### src/inc/hdf_pkg.sv
// Purpose: constants and types of the hd component video formatter
// Assumes: 10-bit 4:2:2 words, one sample per clock
// Notes:   line numbers count from 1, sample index from 0
package hdf_pkg;
   localparam int W_DATA   = 10;
   localparam int W_H      = 12;
   localparam int W_V      = 11;
   localparam int FIFO_DEP = 8;
   // -------------------------------------------
   // word values
   // -------------------------------------------
   localparam logic [9:0] TRS_ONE  = 10'h3ff;
   localparam logic [9:0] TRS_ZERO = 10'h000;
   localparam logic [9:0] Y_MIN    = 10'h040;
   localparam logic [9:0] Y_MAX    = 10'h3ac;
   localparam logic [9:0] C_MIN    = 10'h040;
   localparam logic [9:0] C_MAX    = 10'h3c0;
   localparam logic [9:0] Y_BLANK  = 10'h040;
   localparam logic [9:0] C_BLANK  = 10'h200;
   localparam int         TRS_LEN  = 4;
   // -------------------------------------------
   // xyz bit positions
   // -------------------------------------------
   localparam int XYZ_ONE = 9;
   localparam int XYZ_F   = 8;
   localparam int XYZ_V   = 7;
   localparam int XYZ_H   = 6;
   // -------------------------------------------
   // format select codes
   // -------------------------------------------
   typedef enum logic [2:0] {
      HDF_1035I      = 3'h0,
      HDF_1080I_1250 = 3'h1,
      HDF_1080I_2200 = 3'h2,
      HDF_1080I_2640 = 3'h3,
      HDF_1080P_2200 = 3'h4,
      HDF_1080P_2640 = 3'h5,
      HDF_1080P_2750 = 3'h6,
      HDF_720P       = 3'h7
   } hdf_sel_type;
   typedef struct packed {
      logic [11:0] h_tot;
      logic [11:0] h_act;
      logic [10:0] v_tot;
      logic [10:0] f2_start;
      logic [10:0] a1_s;
      logic [10:0] a1_e;
      logic [10:0] a2_s;
      logic [10:0] a2_e;
   } hdf_fmt_type;
   // -------------------------------------------
   // raster of each format: totals, active, field two, active line spans
   // -------------------------------------------
   localparam hdf_fmt_type FMT_1035I      =
      '{12'd2200, 12'd1920, 11'd1125, 11'd563, 11'd41, 11'd557, 11'd603, 11'd1120};
   localparam hdf_fmt_type FMT_1080I_1250 =
      '{12'd2376, 12'd1920, 11'd1250, 11'd626, 11'd81, 11'd620, 11'd706, 11'd1245};
   localparam hdf_fmt_type FMT_1080I_2200 =
      '{12'd2200, 12'd1920, 11'd1125, 11'd563, 11'd21, 11'd560, 11'd584, 11'd1123};
   localparam hdf_fmt_type FMT_1080I_2640 =
      '{12'd2640, 12'd1920, 11'd1125, 11'd563, 11'd21, 11'd560, 11'd584, 11'd1123};
   localparam hdf_fmt_type FMT_1080P_2200 =
      '{12'd2200, 12'd1920, 11'd1125, 11'd1126, 11'd42, 11'd1121, 11'd0, 11'd0};
   localparam hdf_fmt_type FMT_1080P_2640 =
      '{12'd2640, 12'd1920, 11'd1125, 11'd1126, 11'd42, 11'd1121, 11'd0, 11'd0};
   localparam hdf_fmt_type FMT_1080P_2750 =
      '{12'd2750, 12'd1920, 11'd1125, 11'd1126, 11'd42, 11'd1121, 11'd0, 11'd0};
   localparam hdf_fmt_type FMT_720P       =
      '{12'd1650, 12'd1280, 11'd750, 11'd751, 11'd26, 11'd745, 11'd0, 11'd0};
endpackage : hdf_pkg

### src/rtl/hdf_formatter.sv
// Purpose: 4:2:2 hd component stream with eav/sav, luma and chroma channels
// Assumes: picture inputs come from logic on ref_clk_in, format select from a pin
// Notes:   picture words are clamped so sync words never appear in them
// Function
// RQ1: each timing reference is four words
// RQ2: reference opens 3ff, 000, 000
// RQ3: fourth word carries field, vblank, eav/sav flags
// RQ4: sync triple appears only in references
// RQ5: luma kept within 64 to 940
// RQ6: chroma kept within 64 to 960
// RQ7: chroma word alternates cb, cr per sample
// RQ8: each chroma component at half sample rate
// RQ9: separate 10-bit luma and chroma channels
// RQ10: eav ends active, sav starts active
// RQ11: interlaced fields sent one after another
// RQ12: progressive lines sent top to bottom
// RQ13: segmented frame timed as interlaced
// RQ14: 1080 line rasters 2200/2640/2750 by 1125
// RQ15: 720p raster 1650 by 750
// RQ16: 1080i 1250 line raster 2376 wide
// RQ17: 1035i active inside 2200 by 1125
// RQ18: system switches clock for /m rates
// RQ19: one word pair per clock, no gaps
// RQ20: xyz bits in the standard layout
`timescale 1ns/1ps

module hdf_fifo #(
   parameter int WIDTH = 20,
   parameter int DEPTH = 8
) (
   input  wire logic             ref_clk_in,
   input  wire logic             rst_n_in,
   input  wire logic             wr_valid_in,
   output logic                  wr_ready_out,
   input  wire logic [WIDTH-1:0] wr_data_in,
   output logic                  rd_valid_out,
   input  wire logic             rd_ready_in,
   output logic      [WIDTH-1:0] rd_data_out
);
   localparam int AW = $clog2(DEPTH);
   logic [WIDTH-1:0] mem [DEPTH];
   logic [AW-1:0]    wr_ptr;
   logic [AW-1:0]    rd_ptr;
   logic [AW:0]      count;
   logic             push;
   logic             pop;

   assign wr_ready_out = (count != (AW+1)'(DEPTH));
   assign rd_valid_out = (count != '0);
   assign push         = wr_valid_in && wr_ready_out;
   assign pop          = rd_valid_out && rd_ready_in;
   assign rd_data_out  = mem[rd_ptr];

   always_ff @(posedge ref_clk_in) begin
      if (push) begin
         mem[wr_ptr] <= wr_data_in;
      end
   end

   always_ff @(posedge ref_clk_in or negedge rst_n_in) begin
      if (!rst_n_in) begin
         wr_ptr <= '0;
         rd_ptr <= '0;
         count  <= '0;
      end else begin
         if (push) begin
            wr_ptr <= (wr_ptr == AW'(DEPTH-1)) ? '0 : wr_ptr + 1'b1;
         end
         if (pop) begin
            rd_ptr <= (rd_ptr == AW'(DEPTH-1)) ? '0 : rd_ptr + 1'b1;
         end
         count <= count + (AW+1)'(push) - (AW+1)'(pop);
      end
   end

   a_fifo_full_stop : assert property (@(posedge ref_clk_in) disable iff (!rst_n_in)
      count == (AW+1)'(DEPTH) |-> !wr_ready_out && rd_valid_out)
      else $error("fifo full but still accepting");
endmodule : hdf_fifo

module hdf_formatter (
   input  wire logic                       ref_clk_in,
   input  wire logic                       rst_n_in,
   input  wire logic [2:0]                 fmt_sel_in,
   input  wire logic [hdf_pkg::W_DATA-1:0] pic_y_in,
   input  wire logic [hdf_pkg::W_DATA-1:0] pic_cb_in,
   input  wire logic [hdf_pkg::W_DATA-1:0] pic_cr_in,
   output logic                            pic_take_out,
   output logic [hdf_pkg::W_H-1:0]         pixel_out,
   output logic [hdf_pkg::W_V-1:0]         line_out,
   input  wire logic                       vid_ready_in,
   output logic                            vid_valid_out,
   output logic [hdf_pkg::W_DATA-1:0]      vid_y_out,
   output logic [hdf_pkg::W_DATA-1:0]      vid_c_out
);
   // -------------------------------------------
   // format table
   // -------------------------------------------
   function automatic hdf_pkg::hdf_fmt_type fmt_of(input logic [2:0] sel);
      hdf_pkg::hdf_fmt_type f;
      f = hdf_pkg::FMT_1080I_2200;
      case (hdf_pkg::hdf_sel_type'(sel))
         hdf_pkg::HDF_1035I: begin
            f = hdf_pkg::FMT_1035I; // RQ17
         end
         hdf_pkg::HDF_1080I_1250: begin
            f = hdf_pkg::FMT_1080I_1250; // RQ16
         end
         hdf_pkg::HDF_1080I_2640: begin
            f = hdf_pkg::FMT_1080I_2640; // RQ14
         end
         hdf_pkg::HDF_1080P_2200: begin
            f = hdf_pkg::FMT_1080P_2200; // RQ12
         end
         hdf_pkg::HDF_1080P_2640: begin
            f = hdf_pkg::FMT_1080P_2640; // RQ14
         end
         hdf_pkg::HDF_1080P_2750: begin
            f = hdf_pkg::FMT_1080P_2750; // RQ14
         end
         hdf_pkg::HDF_720P: begin
            f = hdf_pkg::FMT_720P; // RQ15
         end
         default: begin
            f = hdf_pkg::FMT_1080I_2200; // 1080i and sF share the 2200 raster
         end
      endcase
      return f;
   endfunction : fmt_of

   function automatic logic [9:0] clamp(input logic [9:0] v, input logic [9:0] lo, input logic [9:0] hi);
      return (v < lo) ? lo : ((v > hi) ? hi : v);
   endfunction : clamp

   // -------------------------------------------
   // raster counters
   // -------------------------------------------
   hdf_pkg::hdf_fmt_type fmt;
   logic [2:0]           sel;
   logic [11:0]          h;
   logic [10:0]          ln;
   logic                 accept;
   logic                 fifo_ready;
   logic                 fld;
   logic                 vblank;
   logic                 active;
   logic                 eav;
   logic                 sav;
   logic [1:0]           trs_idx;
   logic [9:0]           xyz;
   logic [9:0]           next_y;
   logic [9:0]           next_c;

   assign fmt    = fmt_of(sel);
   assign accept = fifo_ready; // RQ19
   assign fld    = (ln >= fmt.f2_start); // RQ11 RQ13
   assign vblank = !((ln >= fmt.a1_s && ln <= fmt.a1_e) || (ln >= fmt.a2_s && ln <= fmt.a2_e));
   assign active = (h < fmt.h_act);
   assign eav    = (h >= fmt.h_act) && (h < fmt.h_act + 12'(hdf_pkg::TRS_LEN)); // RQ10
   assign sav    = (h >= fmt.h_tot - 12'(hdf_pkg::TRS_LEN)); // RQ10
   assign trs_idx = eav ? 2'(h - fmt.h_act) : 2'(h - (fmt.h_tot - 12'(hdf_pkg::TRS_LEN)));

   always_ff @(posedge ref_clk_in or negedge rst_n_in) begin
      if (!rst_n_in) begin
         h <= '0;
      end else if (accept) begin
         h <= (h == fmt.h_tot - 12'd1) ? '0 : h + 12'd1;
      end
   end

   always_ff @(posedge ref_clk_in or negedge rst_n_in) begin
      if (!rst_n_in) begin
         ln <= 11'd1;
      end else if (accept && h == fmt.h_tot - 12'd1) begin
         ln <= (ln == fmt.v_tot) ? 11'd1 : ln + 11'd1; // RQ11 RQ12
      end
   end

   // -------------------------------------------
   // format select synchroniser
   // -------------------------------------------
   logic [2:0]           sel_meta;
   logic [2:0]           sel_sync;
   logic [2:0]           sel_last;

   always_ff @(posedge ref_clk_in or negedge rst_n_in) begin
      if (!rst_n_in) begin
         sel_meta <= 3'h0;
         sel_sync <= 3'h0;
         sel_last <= 3'h0;
      end else begin
         sel_meta <= fmt_sel_in;
         sel_sync <= sel_meta;
         sel_last <= sel_sync;
      end
   end

   // format changes only at frame start, and only once settled
   always_ff @(posedge ref_clk_in or negedge rst_n_in) begin
      if (!rst_n_in) begin
         sel <= 3'h0;
      end else if (accept && h == fmt.h_tot - 12'd1 && ln == fmt.v_tot && sel_sync == sel_last) begin
         sel <= sel_sync;
      end
   end

   // -------------------------------------------
   // word build
   // -------------------------------------------
   always_comb begin
      xyz          = '0;
      xyz[hdf_pkg::XYZ_ONE] = 1'b1; // RQ20
      xyz[hdf_pkg::XYZ_F]   = fld; // RQ3
      xyz[hdf_pkg::XYZ_V]   = vblank; // RQ3
      xyz[hdf_pkg::XYZ_H]   = eav; // RQ3
      xyz[5]       = vblank ^ eav;
      xyz[4]       = fld ^ eav;
      xyz[3]       = fld ^ vblank;
      xyz[2]       = fld ^ vblank ^ eav; // RQ20
      next_y       = hdf_pkg::Y_BLANK;
      next_c       = hdf_pkg::C_BLANK;
      if (eav || sav) begin
         case (trs_idx) // RQ1 RQ2
            2'd0: begin
               next_y = hdf_pkg::TRS_ONE;
               next_c = hdf_pkg::TRS_ONE;
            end
            2'd3: begin
               next_y = xyz;
               next_c = xyz;
            end
            default: begin
               next_y = hdf_pkg::TRS_ZERO;
               next_c = hdf_pkg::TRS_ZERO;
            end
         endcase
      end else if (active && !vblank) begin
         next_y = clamp(pic_y_in, hdf_pkg::Y_MIN, hdf_pkg::Y_MAX); // RQ5 RQ4
         next_c = h[0] ? clamp(pic_cr_in, hdf_pkg::C_MIN, hdf_pkg::C_MAX) // RQ7 RQ8
                       : clamp(pic_cb_in, hdf_pkg::C_MIN, hdf_pkg::C_MAX); // RQ6
      end
   end

   assign pic_take_out = accept && active && !vblank;
   assign pixel_out    = h;
   assign line_out     = ln;

   // -------------------------------------------
   // output buffer
   // -------------------------------------------
   logic [19:0] rd_word;

   hdf_fifo #(
      .WIDTH (2*hdf_pkg::W_DATA),
      .DEPTH (hdf_pkg::FIFO_DEP)
   ) u_fifo (
      .ref_clk_in   (ref_clk_in),
      .rst_n_in     (rst_n_in),
      .wr_valid_in  (1'b1),
      .wr_ready_out (fifo_ready),
      .wr_data_in   ({next_y, next_c}),
      .rd_valid_out (vid_valid_out),
      .rd_ready_in  (vid_ready_in),
      .rd_data_out  (rd_word)
   );

   assign vid_y_out = rd_word[19:10]; // RQ9
   assign vid_c_out = rd_word[9:0]; // RQ9

   // -------------------------------------------
   // last two pushed words, for the sync check
   // -------------------------------------------
   logic [9:0]           prev1_y;
   logic [9:0]           prev2_y;
   logic [9:0]           prev1_c;
   logic [9:0]           prev2_c;

   always_ff @(posedge ref_clk_in or negedge rst_n_in) begin
      if (!rst_n_in) begin
         prev1_y <= '0;
         prev2_y <= '0;
         prev1_c <= '0;
         prev2_c <= '0;
      end else if (accept) begin
         prev1_y <= next_y;
         prev2_y <= prev1_y;
         prev1_c <= next_c;
         prev2_c <= prev1_c;
      end
   end

   // -------------------------------------------
   // checks
   // -------------------------------------------
   a_trs_lead_word : assert property (@(posedge ref_clk_in) disable iff (!rst_n_in) // RQ2
      (h == fmt.h_act || h == fmt.h_tot - 12'd4) |-> next_y == 10'h3ff && next_c == 10'h3ff)
      else $error("reference does not open with 3ff");
   a_trs_zero_pair : assert property (@(posedge ref_clk_in) disable iff (!rst_n_in) // RQ1
      (eav || sav) && (trs_idx == 2'd1 || trs_idx == 2'd2) |-> next_y == 10'h000 && next_c == 10'h000)
      else $error("reference words two and three not zero");
   a_xyz_eav_flag : assert property (@(posedge ref_clk_in) disable iff (!rst_n_in) // RQ3
      (eav || sav) && trs_idx == 2'd3 |-> next_y[9] && next_y[6] == eav && next_y[8] == fld
      && next_y[7] == vblank)
      else $error("xyz flags wrong");
   a_sync_only_trs : assert property (@(posedge ref_clk_in) disable iff (!rst_n_in) // RQ4
      !(eav || sav) |-> next_y != 10'h3ff && next_c != 10'h3ff && next_y != 10'h000
      && next_c != 10'h000)
      else $error("sync word outside a reference");
   a_luma_range : assert property (@(posedge ref_clk_in) disable iff (!rst_n_in) // RQ5
      active |-> next_y >= 10'd64 && next_y <= 10'd940)
      else $error("luma out of range");
   a_chroma_range : assert property (@(posedge ref_clk_in) disable iff (!rst_n_in) // RQ6
      active |-> next_c >= 10'd64 && next_c <= 10'd960)
      else $error("chroma out of range");
   a_chroma_alt : assert property (@(posedge ref_clk_in) disable iff (!rst_n_in) // RQ7
      accept && active && h[0] == 1'b0 && h != fmt.h_tot - 12'd1 |=> h[0] == 1'b1)
      else $error("chroma phase did not alternate");
   a_line_wrap : assert property (@(posedge ref_clk_in) disable iff (!rst_n_in) // RQ12
      accept && h == fmt.h_tot - 12'd1 && ln == fmt.v_tot |=> ln == 11'd1 && h == 12'd0)
      else $error("frame did not wrap to line one");
   a_field_order : assert property (@(posedge ref_clk_in) disable iff (!rst_n_in) // RQ11
      accept && fmt.f2_start <= fmt.v_tot && h == fmt.h_tot - 12'd1 && ln == fmt.f2_start - 11'd1
      |=> fld && ln == $past(ln) + 11'd1)
      else $error("second field did not follow first");
   a_sync_triple_y : assert property (@(posedge ref_clk_in) disable iff (!rst_n_in) // RQ4
      accept && prev2_y == 10'h3ff && prev1_y == 10'h000 && next_y == 10'h000 |-> (eav || sav) && trs_idx == 2'd2)
      else $error("luma sync triple outside a reference");
   a_sync_triple_c : assert property (@(posedge ref_clk_in) disable iff (!rst_n_in) // RQ4
      accept && prev2_c == 10'h3ff && prev1_c == 10'h000 && next_c == 10'h000 |-> (eav || sav) && trs_idx == 2'd2)
      else $error("chroma sync triple outside a reference");
   a_xyz_protect_bits : assert property (@(posedge ref_clk_in) disable iff (!rst_n_in) // RQ20
      (eav || sav) && trs_idx == 2'd3 |-> next_y[5] == (next_y[7] ^ next_y[6]) && next_y[4] == (next_y[8] ^ next_y[6])
      && next_y[3] == (next_y[8] ^ next_y[7]) && next_y[2] == ^next_y[8:6] && next_y[1:0] == 2'h0 && next_c == next_y)
      else $error("xyz protection bits wrong");
   a_eav_at_active : assert property (@(posedge ref_clk_in) disable iff (!rst_n_in) // RQ10
      h == fmt.h_act |-> eav && !sav && trs_idx == 2'd0)
      else $error("eav not at end of active");
   a_vid_head_hold : assert property (@(posedge ref_clk_in) disable iff (!rst_n_in) // RQ9
      vid_valid_out && !vid_ready_in |=> vid_valid_out && $stable(vid_y_out) && $stable(vid_c_out))
      else $error("output words changed before taken");
   a_ready_accept : assert property (@(posedge ref_clk_in) disable iff (!rst_n_in) // RQ19
      vid_ready_in |=> accept)
      else $error("generator stalled while downstream ready");
   a_pixel_bound : assert property (@(posedge ref_clk_in) disable iff (!rst_n_in) // RQ14
      h < fmt.h_tot)
      else $error("sample index beyond line total");
   a_line_bound : assert property (@(posedge ref_clk_in) disable iff (!rst_n_in) // RQ14
      ln >= 11'd1 && ln <= fmt.v_tot)
      else $error("line number beyond frame total");
endmodule : hdf_formatter

### config.mk
export PLATFORM = sky130hd
export DESIGN_NAME = hdf_formatter
export DESIGN_NICKNAME = d
export VERILOG_FILES = /design/src/inc/hdf_pkg.sv /design/src/rtl/hdf_formatter.sv
export SDC_FILE = /design/constraint.sdc
export NUM_CORES = 1
export LEC_CHECK = 0
export BUFFER_PORTS_ARGS = -buffer_cell sky130_fd_sc_hd__clkbuf_2
export CELL_PAD_IN_SITES_DETAIL_PLACEMENT = 0
export CELL_PAD_IN_SITES_GLOBAL_PLACEMENT = 1
export CORE_ASPECT_RATIO = 0.75
export CORE_MARGIN = 3
export CORE_UTILIZATION = 40
export DETAILED_ROUTE_END_ITERATION = 6
export HOLD_SLACK_MARGIN = 0.12
export PLACE_DENSITY_LB_ADDON = 0.12
export SYNTH_ARGS = -nofsm -noshare
export SYNTH_HDL_FRONTEND = slang
export SYNTH_SLANG_ARGS = --single-unit
export TNS_END_PERCENT = 100
### constraint.sdc
create_clock -name ref_clk_in -period 4.3 [get_ports ref_clk_in]
set_input_delay 0.215 -clock ref_clk_in [delete_from_list [all_inputs] [get_ports ref_clk_in]]
set_output_delay 0.215 -clock ref_clk_in [all_outputs]
set_load 0.05 [all_outputs]
==> results of run 1 <==
==> flip-flops by register name (all words and copies together) (netlist names) <==
register / cells
pixel_out: 12
sel_sync: 3
sel: 3
sel_meta: 3
u_fifo.mem: 160
u_fifo.count: 4
sel_last: 3
u_fifo.wr_ptr: 3
u_fifo.rd_ptr: 3
line_out: 11
==> worst max path at each step <==
stage / depth (start not counted) / slack, ns / end
final: 11 / 0.24 / pic_take_out
after global routing: 11 / 0.04 / pic_take_out
after CTS: 11 / 0.16 / pic_take_out
after floorplan: 13 / 0.34 / pic_take_out
after global placement: 14 / 0.43 / u_fifo.mem[4][18]
after detailed placement: 14 / 0.29 / u_fifo.mem[5][18]
==> synthesized netlist by cell type, types with 12 or more instances <==
cell type	count
sky130_fd_sc_hd__a21oi_1	26
sky130_fd_sc_hd__clkbuf_1	15
sky130_fd_sc_hd__dfrtp_1	44
sky130_fd_sc_hd__edfxtp_1	160
sky130_fd_sc_hd__ha_1	60
sky130_fd_sc_hd__inv_1	33
sky130_fd_sc_hd__mux2_2	23
sky130_fd_sc_hd__mux4_2	40
sky130_fd_sc_hd__nand2_1	53
sky130_fd_sc_hd__nand3_1	16
sky130_fd_sc_hd__nor2_1	50
sky130_fd_sc_hd__nor3_1	17
sky130_fd_sc_hd__o211ai_1	13
sky130_fd_sc_hd__o21ai_0	33
sky130_fd_sc_hd__xnor2_1	12
==> area by class of cell <==
class | instances | area, um^2 | share of cell area
multi-input cells | 497 | 4294 | 0.3536
inverters | 33 | 123.9 | 0.01020
clock inverters | 9 | 127.6 | 0.01051
flip-flops and latches | 205 | 5934 | 0.4886
repair buffers | 107 | 615.6 | 0.05069
clock buffers | 31 | 626.9 | 0.05161
well taps | 338 | 422.9 | 0.03482
==> layer usage <==
metal | track usage | part of all wire | vias to the layer above
met3 | 0.02865 | 0.057 | 31
met5 | 0 | 0 | -
li1 | - | - | 3148
met1 | 0.2883 | 0.47 | 3378
met2 | 0.2860 | 0.45 | 189
met4 | 0.03495 | 0.016 | 0
==> repair_timing <==
action,in CTS,in global routing
hold buffers,5,0
endpoints found under the hold margin,48,0
resized for setup,0,3
setup endpoints to repair,0,32
==> power groups by stage <==
stage | Combinational (mW) | Clock [mW] | Sequential [mW]
2_1_floorplan | 2.05 | 0 | 2.94
3_3_place_gp | 2.91 | 0 | 2.93
3_5_place_dp | 2.94 | 0 | 2.96
4_1_cts | 2.97 | 2.01 | 2.92
5_1_grt | 3.13 | 2.08 | 2.97
6_report | 2.90 | 1.96 | 2.91
==> cell families after synthesis <==
| logic type | after synthesis | share of synthesized area |
|---|---|---|
| mux | 70 | 0.1191 |
| compound gates | 128 | 0.08191 |
| simple gates | 213 | 0.1083 |
| xor+xnor | 22 | 0.01844 |
| buf+inv | 66 | 0.02766 |
| fa+ha+maj | 64 | 0.07688 |
| flops | 205 | 0.5677 |
==> layout by cell type (no fill, tap or decap), types with 5 or more instances in the layout <==
master / n
sky130_fd_sc_hd__or3_1: 6
sky130_fd_sc_hd__dlygate4sd3_1: 5
sky130_fd_sc_hd__ha_1: 60
sky130_fd_sc_hd__o21ai_0: 32
sky130_fd_sc_hd__dfrtp_1: 42
sky130_fd_sc_hd__nand3_1: 16
sky130_fd_sc_hd__a21o_1: 9
sky130_fd_sc_hd__o211ai_1: 13
sky130_fd_sc_hd__nor2b_1: 10
sky130_fd_sc_hd__nand4b_1: 5
sky130_fd_sc_hd__clkbuf_16: 24
sky130_fd_sc_hd__nand2b_1: 9
sky130_fd_sc_hd__edfxtp_1: 160
sky130_fd_sc_hd__xnor2_1: 12
sky130_fd_sc_hd__nand2_1: 53
sky130_fd_sc_hd__and3_1: 7
sky130_fd_sc_hd__nor2_4: 6
sky130_fd_sc_hd__mux4_2: 40
sky130_fd_sc_hd__clkbuf_2: 80
sky130_fd_sc_hd__inv_1: 33
sky130_fd_sc_hd__xor2_1: 10
sky130_fd_sc_hd__nor3_1: 14
sky130_fd_sc_hd__buf_4: 22
sky130_fd_sc_hd__nor2_1: 44
sky130_fd_sc_hd__a21oi_1: 26
sky130_fd_sc_hd__clkbuf_1: 7
sky130_fd_sc_hd__a22oi_1: 7
sky130_fd_sc_hd__mux2_2: 23
sky130_fd_sc_hd__nand4_1: 7
sky130_fd_sc_hd__and2_1: 6
==> worst max-delay path, stage by stage, from the launching register on <==
cell and delay [ns]:
sky130_fd_sc_hd__dfrtp_1 0.54, sky130_fd_sc_hd__inv_1 0.25, sky130_fd_sc_hd__nand2_1 0.21, sky130_fd_sc_hd__ha_1 0.34, sky130_fd_sc_hd__nor4bb_1 0.40, sky130_fd_sc_hd__o211ai_1 0.16
sky130_fd_sc_hd__a31oi_1 0.18, sky130_fd_sc_hd__a311oi_1 0.08, sky130_fd_sc_hd__a21oi_2 0.31, sky130_fd_sc_hd__nor2_2 0.15, sky130_fd_sc_hd__nor3_1 0.36, sky130_fd_sc_hd__clkbuf_2 0.35
==> through the flow <==
stage | instance area (um^2) | power, mW | util | hold WS (ns) | worst slack, ns
CTS | 12140 | 7.894 | 0.4791 | 0.1393 | 0.1574
global route | 12150 | 8.183 | 0.4794 | 0.1621 | 0.04500
floorplan | 10450 | 4.989 | - | -0.08059 | 0.3430
detailed placement | 11330 | 5.897 | 0.4474 | 0.1255 | 0.2894
finish | 12150 | 7.775 | 0.4794 | 0.1385 | 0.2375
global placement | 11330 | 5.837 | 0.4474 | 0.1141 | 0.4339
==> flow_metrics.py, run 1 <==
metrics = {
    "routing": {
        "route.vias.total": 6746,
        "drt.antenna.violating_nets": 0,
        "vias_cell": 5.530,
        "totalWireLength_um": 26000,
        "drc": 0,
        "post_drt_wl_per_cell_um": 21.31,
        "drt_pass1_iterations": 4,
        "detailedRoute.firstIterationViolations": 468,
    },
    "synthesis": {
        "synth_seq_area_share": 0.5677,
        "yosys-top-cells-area": "sky130_fd_sc_hd__edfxtp_1, sky130_fd_sc_hd__dfrtp_1, sky130_fd_sc_hd__mux4_2",
        "seq_cells_post_synth": 205,
        "synth_cells": 768,
        "synthesis.area_um2": 10450,
        "avgSynthCellArea_um2": 13.61,
        "synth_enable_flop_cells": 160,
        "top_flip_flop_cell_by_instance_count_after_synthesis": "sky130_fd_sc_hd__edfxtp_1",
        "synth_cell_type_count": 74,
        "ys_async_sr_fraction": 0.2195,
        "synth_area_leader_cell": "sky130_fd_sc_hd__edfxtp_1",
        "postSynthNetCount": 865,
        "yosys_warnings": 0,
        "area_share_of_the_leading_cell_type_in_the_synthesized_netlist": 0.4598,
    },
    "critical_path": {
        "reg2reg_slack_ns": 0.30,
        "timing.rr.start": "sel[2]",
        "path_max_fanout": 14,
        "timing.critical_path.required_ns": 4.09,
        "path_class": "reg -> out",
        "cp-end-kind": "output port",
        "cp-startpoint": "sel[2]",
        "start_kind": "flip-flop",
        "r2r-end": "u_fifo.mem[5][15]",
        "worstPathArrival_ns": 3.85,
        "timing.reg2reg.worst_path_depth": 11,
    },
    "placement": {
        "post-place-cells": 1175,
        "finalWeightedCongestion": 0.8525,
        "dpl.hpwl_um": 17660,
        "port_buffers": 80,
    },
    "sta": {
        "slew_headroom": 0.4143,
        "finalSetupTns_ns": 0,
        "hold_violations": 0,
        "min_period_over_period": 0.9448,
        "maxClockFrequency_ghz": 0.2462,
        "timing.clock.skew_ns": 0.01167,
        "slew_viol_final": 0,
        "timing.final.crit_period_ns": 4.062,
        "timing_worst_slew_pin_value_ns": 0.8747,
        "finalSetupViolations": 0,
        "rsz0062_at_grt": "no",
    },
    "cts": {
        "ctsHtreeMaxLevel": 1,
        "clockBufferDepth": 3,
        "clk_latency_ns": 0.50,
        "cts_tree": "yes",
        "clk_root_buffer_cell": "sky130_fd_sc_hd__clkbuf_16",
        "post-cts-setup-buffer-count": 0,
        "clk_pin_slew_ns": 0.06,
        "clock_sink_count": 205,
        "cts_made_buffers": 22,
    },
    "finish": {
        "layout-drive-gt1-share": 0.2608,
        "synthToLayoutAreaGrowth_pct": 16.24,
        "finalNonFillerCells": 1220,
        "final.fill_count": 2226,
        "num_antenna_cells": 0,
        "final_net_count": 963,
    },
    "power_and_ir_drop": {
        "power_density_nw_per_um2": 640.1,
        "power.internal_mw": 4.846,
        "power.share.switching": 0.3767,
        "pwr-share-seq": 0.374,
        "share_clk_of_total_power": 0.252,
        "power.share.combinational": 0.373,
        "leakagePower_nw": 4.677,
        "p_sw_mw": 2.929,
        "vdd.ir_drop.worst_uv": 561.4,
    },
    "outcome": {
        "status": "completed",
    },
    "hold_path": {
        "min_path_type": "in -> async",
    },
    "flow_run": {
        "max_cap_viol_count": 0,
    },
    "die": {
        "fp-row-count": 50,
        "die-area_um2": 28120,
        "ios": 81,
        "placeableCoreArea_um2": 25340,
        "chip_width_um": 192.6,
        "die_height_um": 146.0,
        "floorplan.initialDensity": 0.4124,
    },
    "global_routing": {
        "grt_first_pass_wirelength_um": 40650,
        "grt_overflow_total": 0,
        "maximum_number_of_pins_on_one_net_before_global_route_repair": 43,
        "grtUsageTotal": 0.1880,
        "grt_antenna_before_repair": 0,
        "first_global_vias": 6845,
    },
}
Note: power is estimated with default switching activity, not from simulation.
==> inputs of run 2 (changes only) <==
--- a/config.mk
+++ b/config.mk
@@ -13,7 +13,7 @@
 export CORE_UTILIZATION = 40
 export DETAILED_ROUTE_END_ITERATION = 6
 export HOLD_SLACK_MARGIN = 0.12
-export PLACE_DENSITY_LB_ADDON = 0.12
+export PLACE_DENSITY = 0.73
 export SYNTH_ARGS = -nofsm -noshare
 export SYNTH_HDL_FRONTEND = slang
 export SYNTH_SLANG_ARGS = --single-unit
==> constraint.sdc (replaced) <==
create_clock -name ref_clk_in -period 3.6 [get_ports ref_clk_in]
set_input_delay 0.18 -clock ref_clk_in [delete_from_list [all_inputs] [get_ports ref_clk_in]]
set_output_delay 0.18 -clock ref_clk_in [all_outputs]
set_load 0.05 [all_outputs]
==> run 2 against run 1 <==
Sequential share of layout area is 0.96 points lower. Total power grew 16%. Non-clock buffer count grew 36. First-iteration DRC count increased by 12%. Clock skew increased by 0.010 ns. Routed wire length shrank 3.9%. Clock power increased by 6%. Via count grew 1.1%. Flip-flop and latch count stayed put. Die area unchanged. Final cell count is 2.8% higher. Critical endpoint unchanged.
==> flow_metrics.py, run 2 (synthesis results as in run 1) <==
metrics = {
    "power_and_ir_drop": {
        "power.internal_mw": 5.597,
        "power_density_nw_per_um2": 728.0,
        "vdd.ir_drop.worst_uv": 535.9,
        "pwr-share-seq": 0.382,
        "p_sw_mw": 3.424,
        "leakagePower_nw": 4.833,
        "share_clk_of_total_power": 0.229,
        "power.share.combinational": 0.389,
        "power.share.switching": 0.3795,
    },
    "critical_path": {
        "path_max_fanout": 5,
        "path_cells": "or2_4 > and2_1 > ha_1 > a21oi_1 > o21ai_1 > maj3_2 > or3_4 > a21oi_4 > nor2_4 > nor3_4 > buf_12",
        "path_class": "reg -> out",
        "critical_path_buffer_and_inverter_count": 1,
        "timing.critical_path.required_ns": 3.42,
        "worstPathArrival_ns": 3.28,
        "start_kind": "flip-flop",
        "critPathMaxStageDelay_ns": 0.42,
        "cp-end-kind": "output port",
        "critical_path.top_delay_family": "simple AND/OR/NAND/NOR gates",
        "critical-path-slowest-cell": "sky130_fd_sc_hd__dfrtp_1",
    },
    "die": {
        "die_height_um": 146.0,
        "chip_width_um": 192.6,
        "placeableCoreArea_um2": 25340,
        "ios": 81,
        "floorplan.initialDensity": 0.4124,
        "die-area_um2": 28120,
        "fp-row-count": 50,
    },
    "routing": {
        "drt.antenna.violating_nets": 0,
        "route.vias.total": 6820,
        "totalWireLength_um": 24990,
        "vias_cell": 5.439,
        "detailedRoute.firstIterationViolations": 526,
        "post_drt_wl_per_cell_um": 19.93,
        "drc": 0,
        "drt_pass1_iterations": 5,
    },
    "finish": {
        "final_net_count": 999,
        "final.fill_count": 2207,
        "synthToLayoutAreaGrowth_pct": 18.60,
        "num_antenna_cells": 0,
        "layout.area.seq_um2": 5936,
        "mostFrequentLayoutCells": "sky130_fd_sc_hd__edfxtp_1, sky130_fd_sc_hd__clkbuf_2, sky130_fd_sc_hd__ha_1",
        "largest-register": "u_fifo.mem",
        "post-route-cell-area_um2": 12390,
        "layout-drive-gt1-share": 0.3002,
        "final_common_cell": "sky130_fd_sc_hd__edfxtp_1",
        "largest_register_ffs": 160,
        "finalNonFillerCells": 1254,
        "multi_input_area_um2": 4349,
        "final_util": 0.4891,
    },
    "sta": {
        "timing_worst_slew_pin_value_ns": 0.6896,
        "finalSetupTns_ns": 0,
        "maxClockFrequency_ghz": 0.2888,
        "rsz0062_at_grt": "no",
        "timing.final.ws_setup_ns": 0.1379,
        "timing.final.crit_period_ns": 3.462,
        "finalSetupViolations": 0,
        "slew_viol_final": 0,
        "timing.clock.skew_ns": 0.02184,
        "slew_headroom": 0.5360,
        "min_period_over_period": 0.9617,
        "hold_violations": 0,
    },
    "placement": {
        "finalWeightedCongestion": 0.8269,
        "place_area_um2": 11600,
        "post-place-cells": 1208,
        "detailedPlace.worstSlack_ns": 0.1250,
        "port_buffers": 80,
        "dpl.hpwl_um": 17190,
    },
    "global_routing": {
        "maximum_number_of_pins_on_one_net_before_global_route_repair": 46,
        "grt_first_pass_wirelength_um": 39540,
        "first_global_vias": 6782,
        "grt_overflow_total": 0,
        "grt_antenna_before_repair": 0,
        "grtUsageTotal": 0.1807,
    },
    "flow_run": {
        "max_cap_viol_count": 0,
    },
    "cts": {
        "cts_tree": "yes",
        "clk_latency_ns": 0.51,
        "clk_root_buffer_cell": "sky130_fd_sc_hd__clkbuf_16",
        "cts_made_buffers": 21,
        "clock_sink_count": 205,
        "clockBufferDepth": 3,
        "ctsHtreeMaxLevel": 1,
        "clk_pin_slew_ns": 0.07,
    },
    "hold_path": {
        "min_path_type": "in -> reg",
    },
    "outcome": {
        "status": "completed",
    },
}
run 2: worst paths after layout:
check | startpoint | to | slack (ns) | cells after the start
hold reg to reg | sel_meta[0] | sel_sync[0] | 0.35 | 0
setup / recovery | sel[1] | pic_take_out | 0.14 | 11
setup reg to reg | sel[1] | u_fifo.mem[3][0] | 0.20 | 11
hold / removal | pic_y_in[1] | u_fifo.mem[2][11] | 0.18 | 2
min in group asynchronous | rst_n_in | pixel_out[10] | 0.30 | 3
max in group asynchronous | rst_n_in | u_fifo.rd_ptr[1] | 2.82 | 3
run 2: layer usage:
layer | routed length [um] | global-route usage | part of all wire
met1 | 12540 | 0.2926 | 0.50
met4 | 329 | 0.03021 | 0.013
met2 | 10900 | 0.2597 | 0.44
met3 | 1221 | 0.02745 | 0.049
met5 | 0 | 0 | 0
run 2: timing repair:
action / CTS / global route
buffers inserted: 0 / 3
endpoints found under the setup margin: 1 / 153
pin swaps: 0 / 6
gates resized for setup: 1 / 11
hold buffers: 5 / 0
cloned: 0 / 1
endpoints found under the hold margin: 48 / 0
run 2: worst reg2reg max path, cell delays in order, from the launching register on:
cell	delay, ns
sky130_fd_sc_hd__dfrtp_1	0.42
sky130_fd_sc_hd__or2_4	0.27
sky130_fd_sc_hd__and2_1	0.14
sky130_fd_sc_hd__ha_1	0.28
sky130_fd_sc_hd__a21oi_1	0.15
sky130_fd_sc_hd__o21ai_1	0.09
sky130_fd_sc_hd__maj3_2	0.30
sky130_fd_sc_hd__or3_4	0.34
sky130_fd_sc_hd__a21oi_4	0.26
sky130_fd_sc_hd__o211ai_2	0.17
sky130_fd_sc_hd__buf_4	0.19
sky130_fd_sc_hd__o2bb2ai_1	0.49
run 2: stage by stage:
step                power (mW)  hold slack [ns]
global placement         6.987           0.2883
detailed placement       7.027           0.2901
finish                   9.021           0.1783
CTS                      9.128           0.1658
global route             9.512           0.1716
floorplan                5.960          -0.1156
run 2: area by class of cell:
class,count,share of cell area
Tap cell,338,0.03413
Clock buffer,27,0.04584
Inverter,33,0.009996
Clock inverter,10,0.006361
Timing Repair Buffer,143,0.07371
Multi-Input combinational cell,498,0.3510
Sequential cell,205,0.4790
run 2: power groups by stage:
stage / sequential (mW) / clock (mW) / combinational (mW)
final: 3.44 / 2.07 / 3.51
after global routing: 3.51 / 2.23 / 3.78
after CTS: 3.45 / 2.12 / 3.55
after detailed placement: 3.49 / 0 / 3.53
after global placement: 3.48 / 0 / 3.51
after floorplan: 3.51 / 0 / 2.45
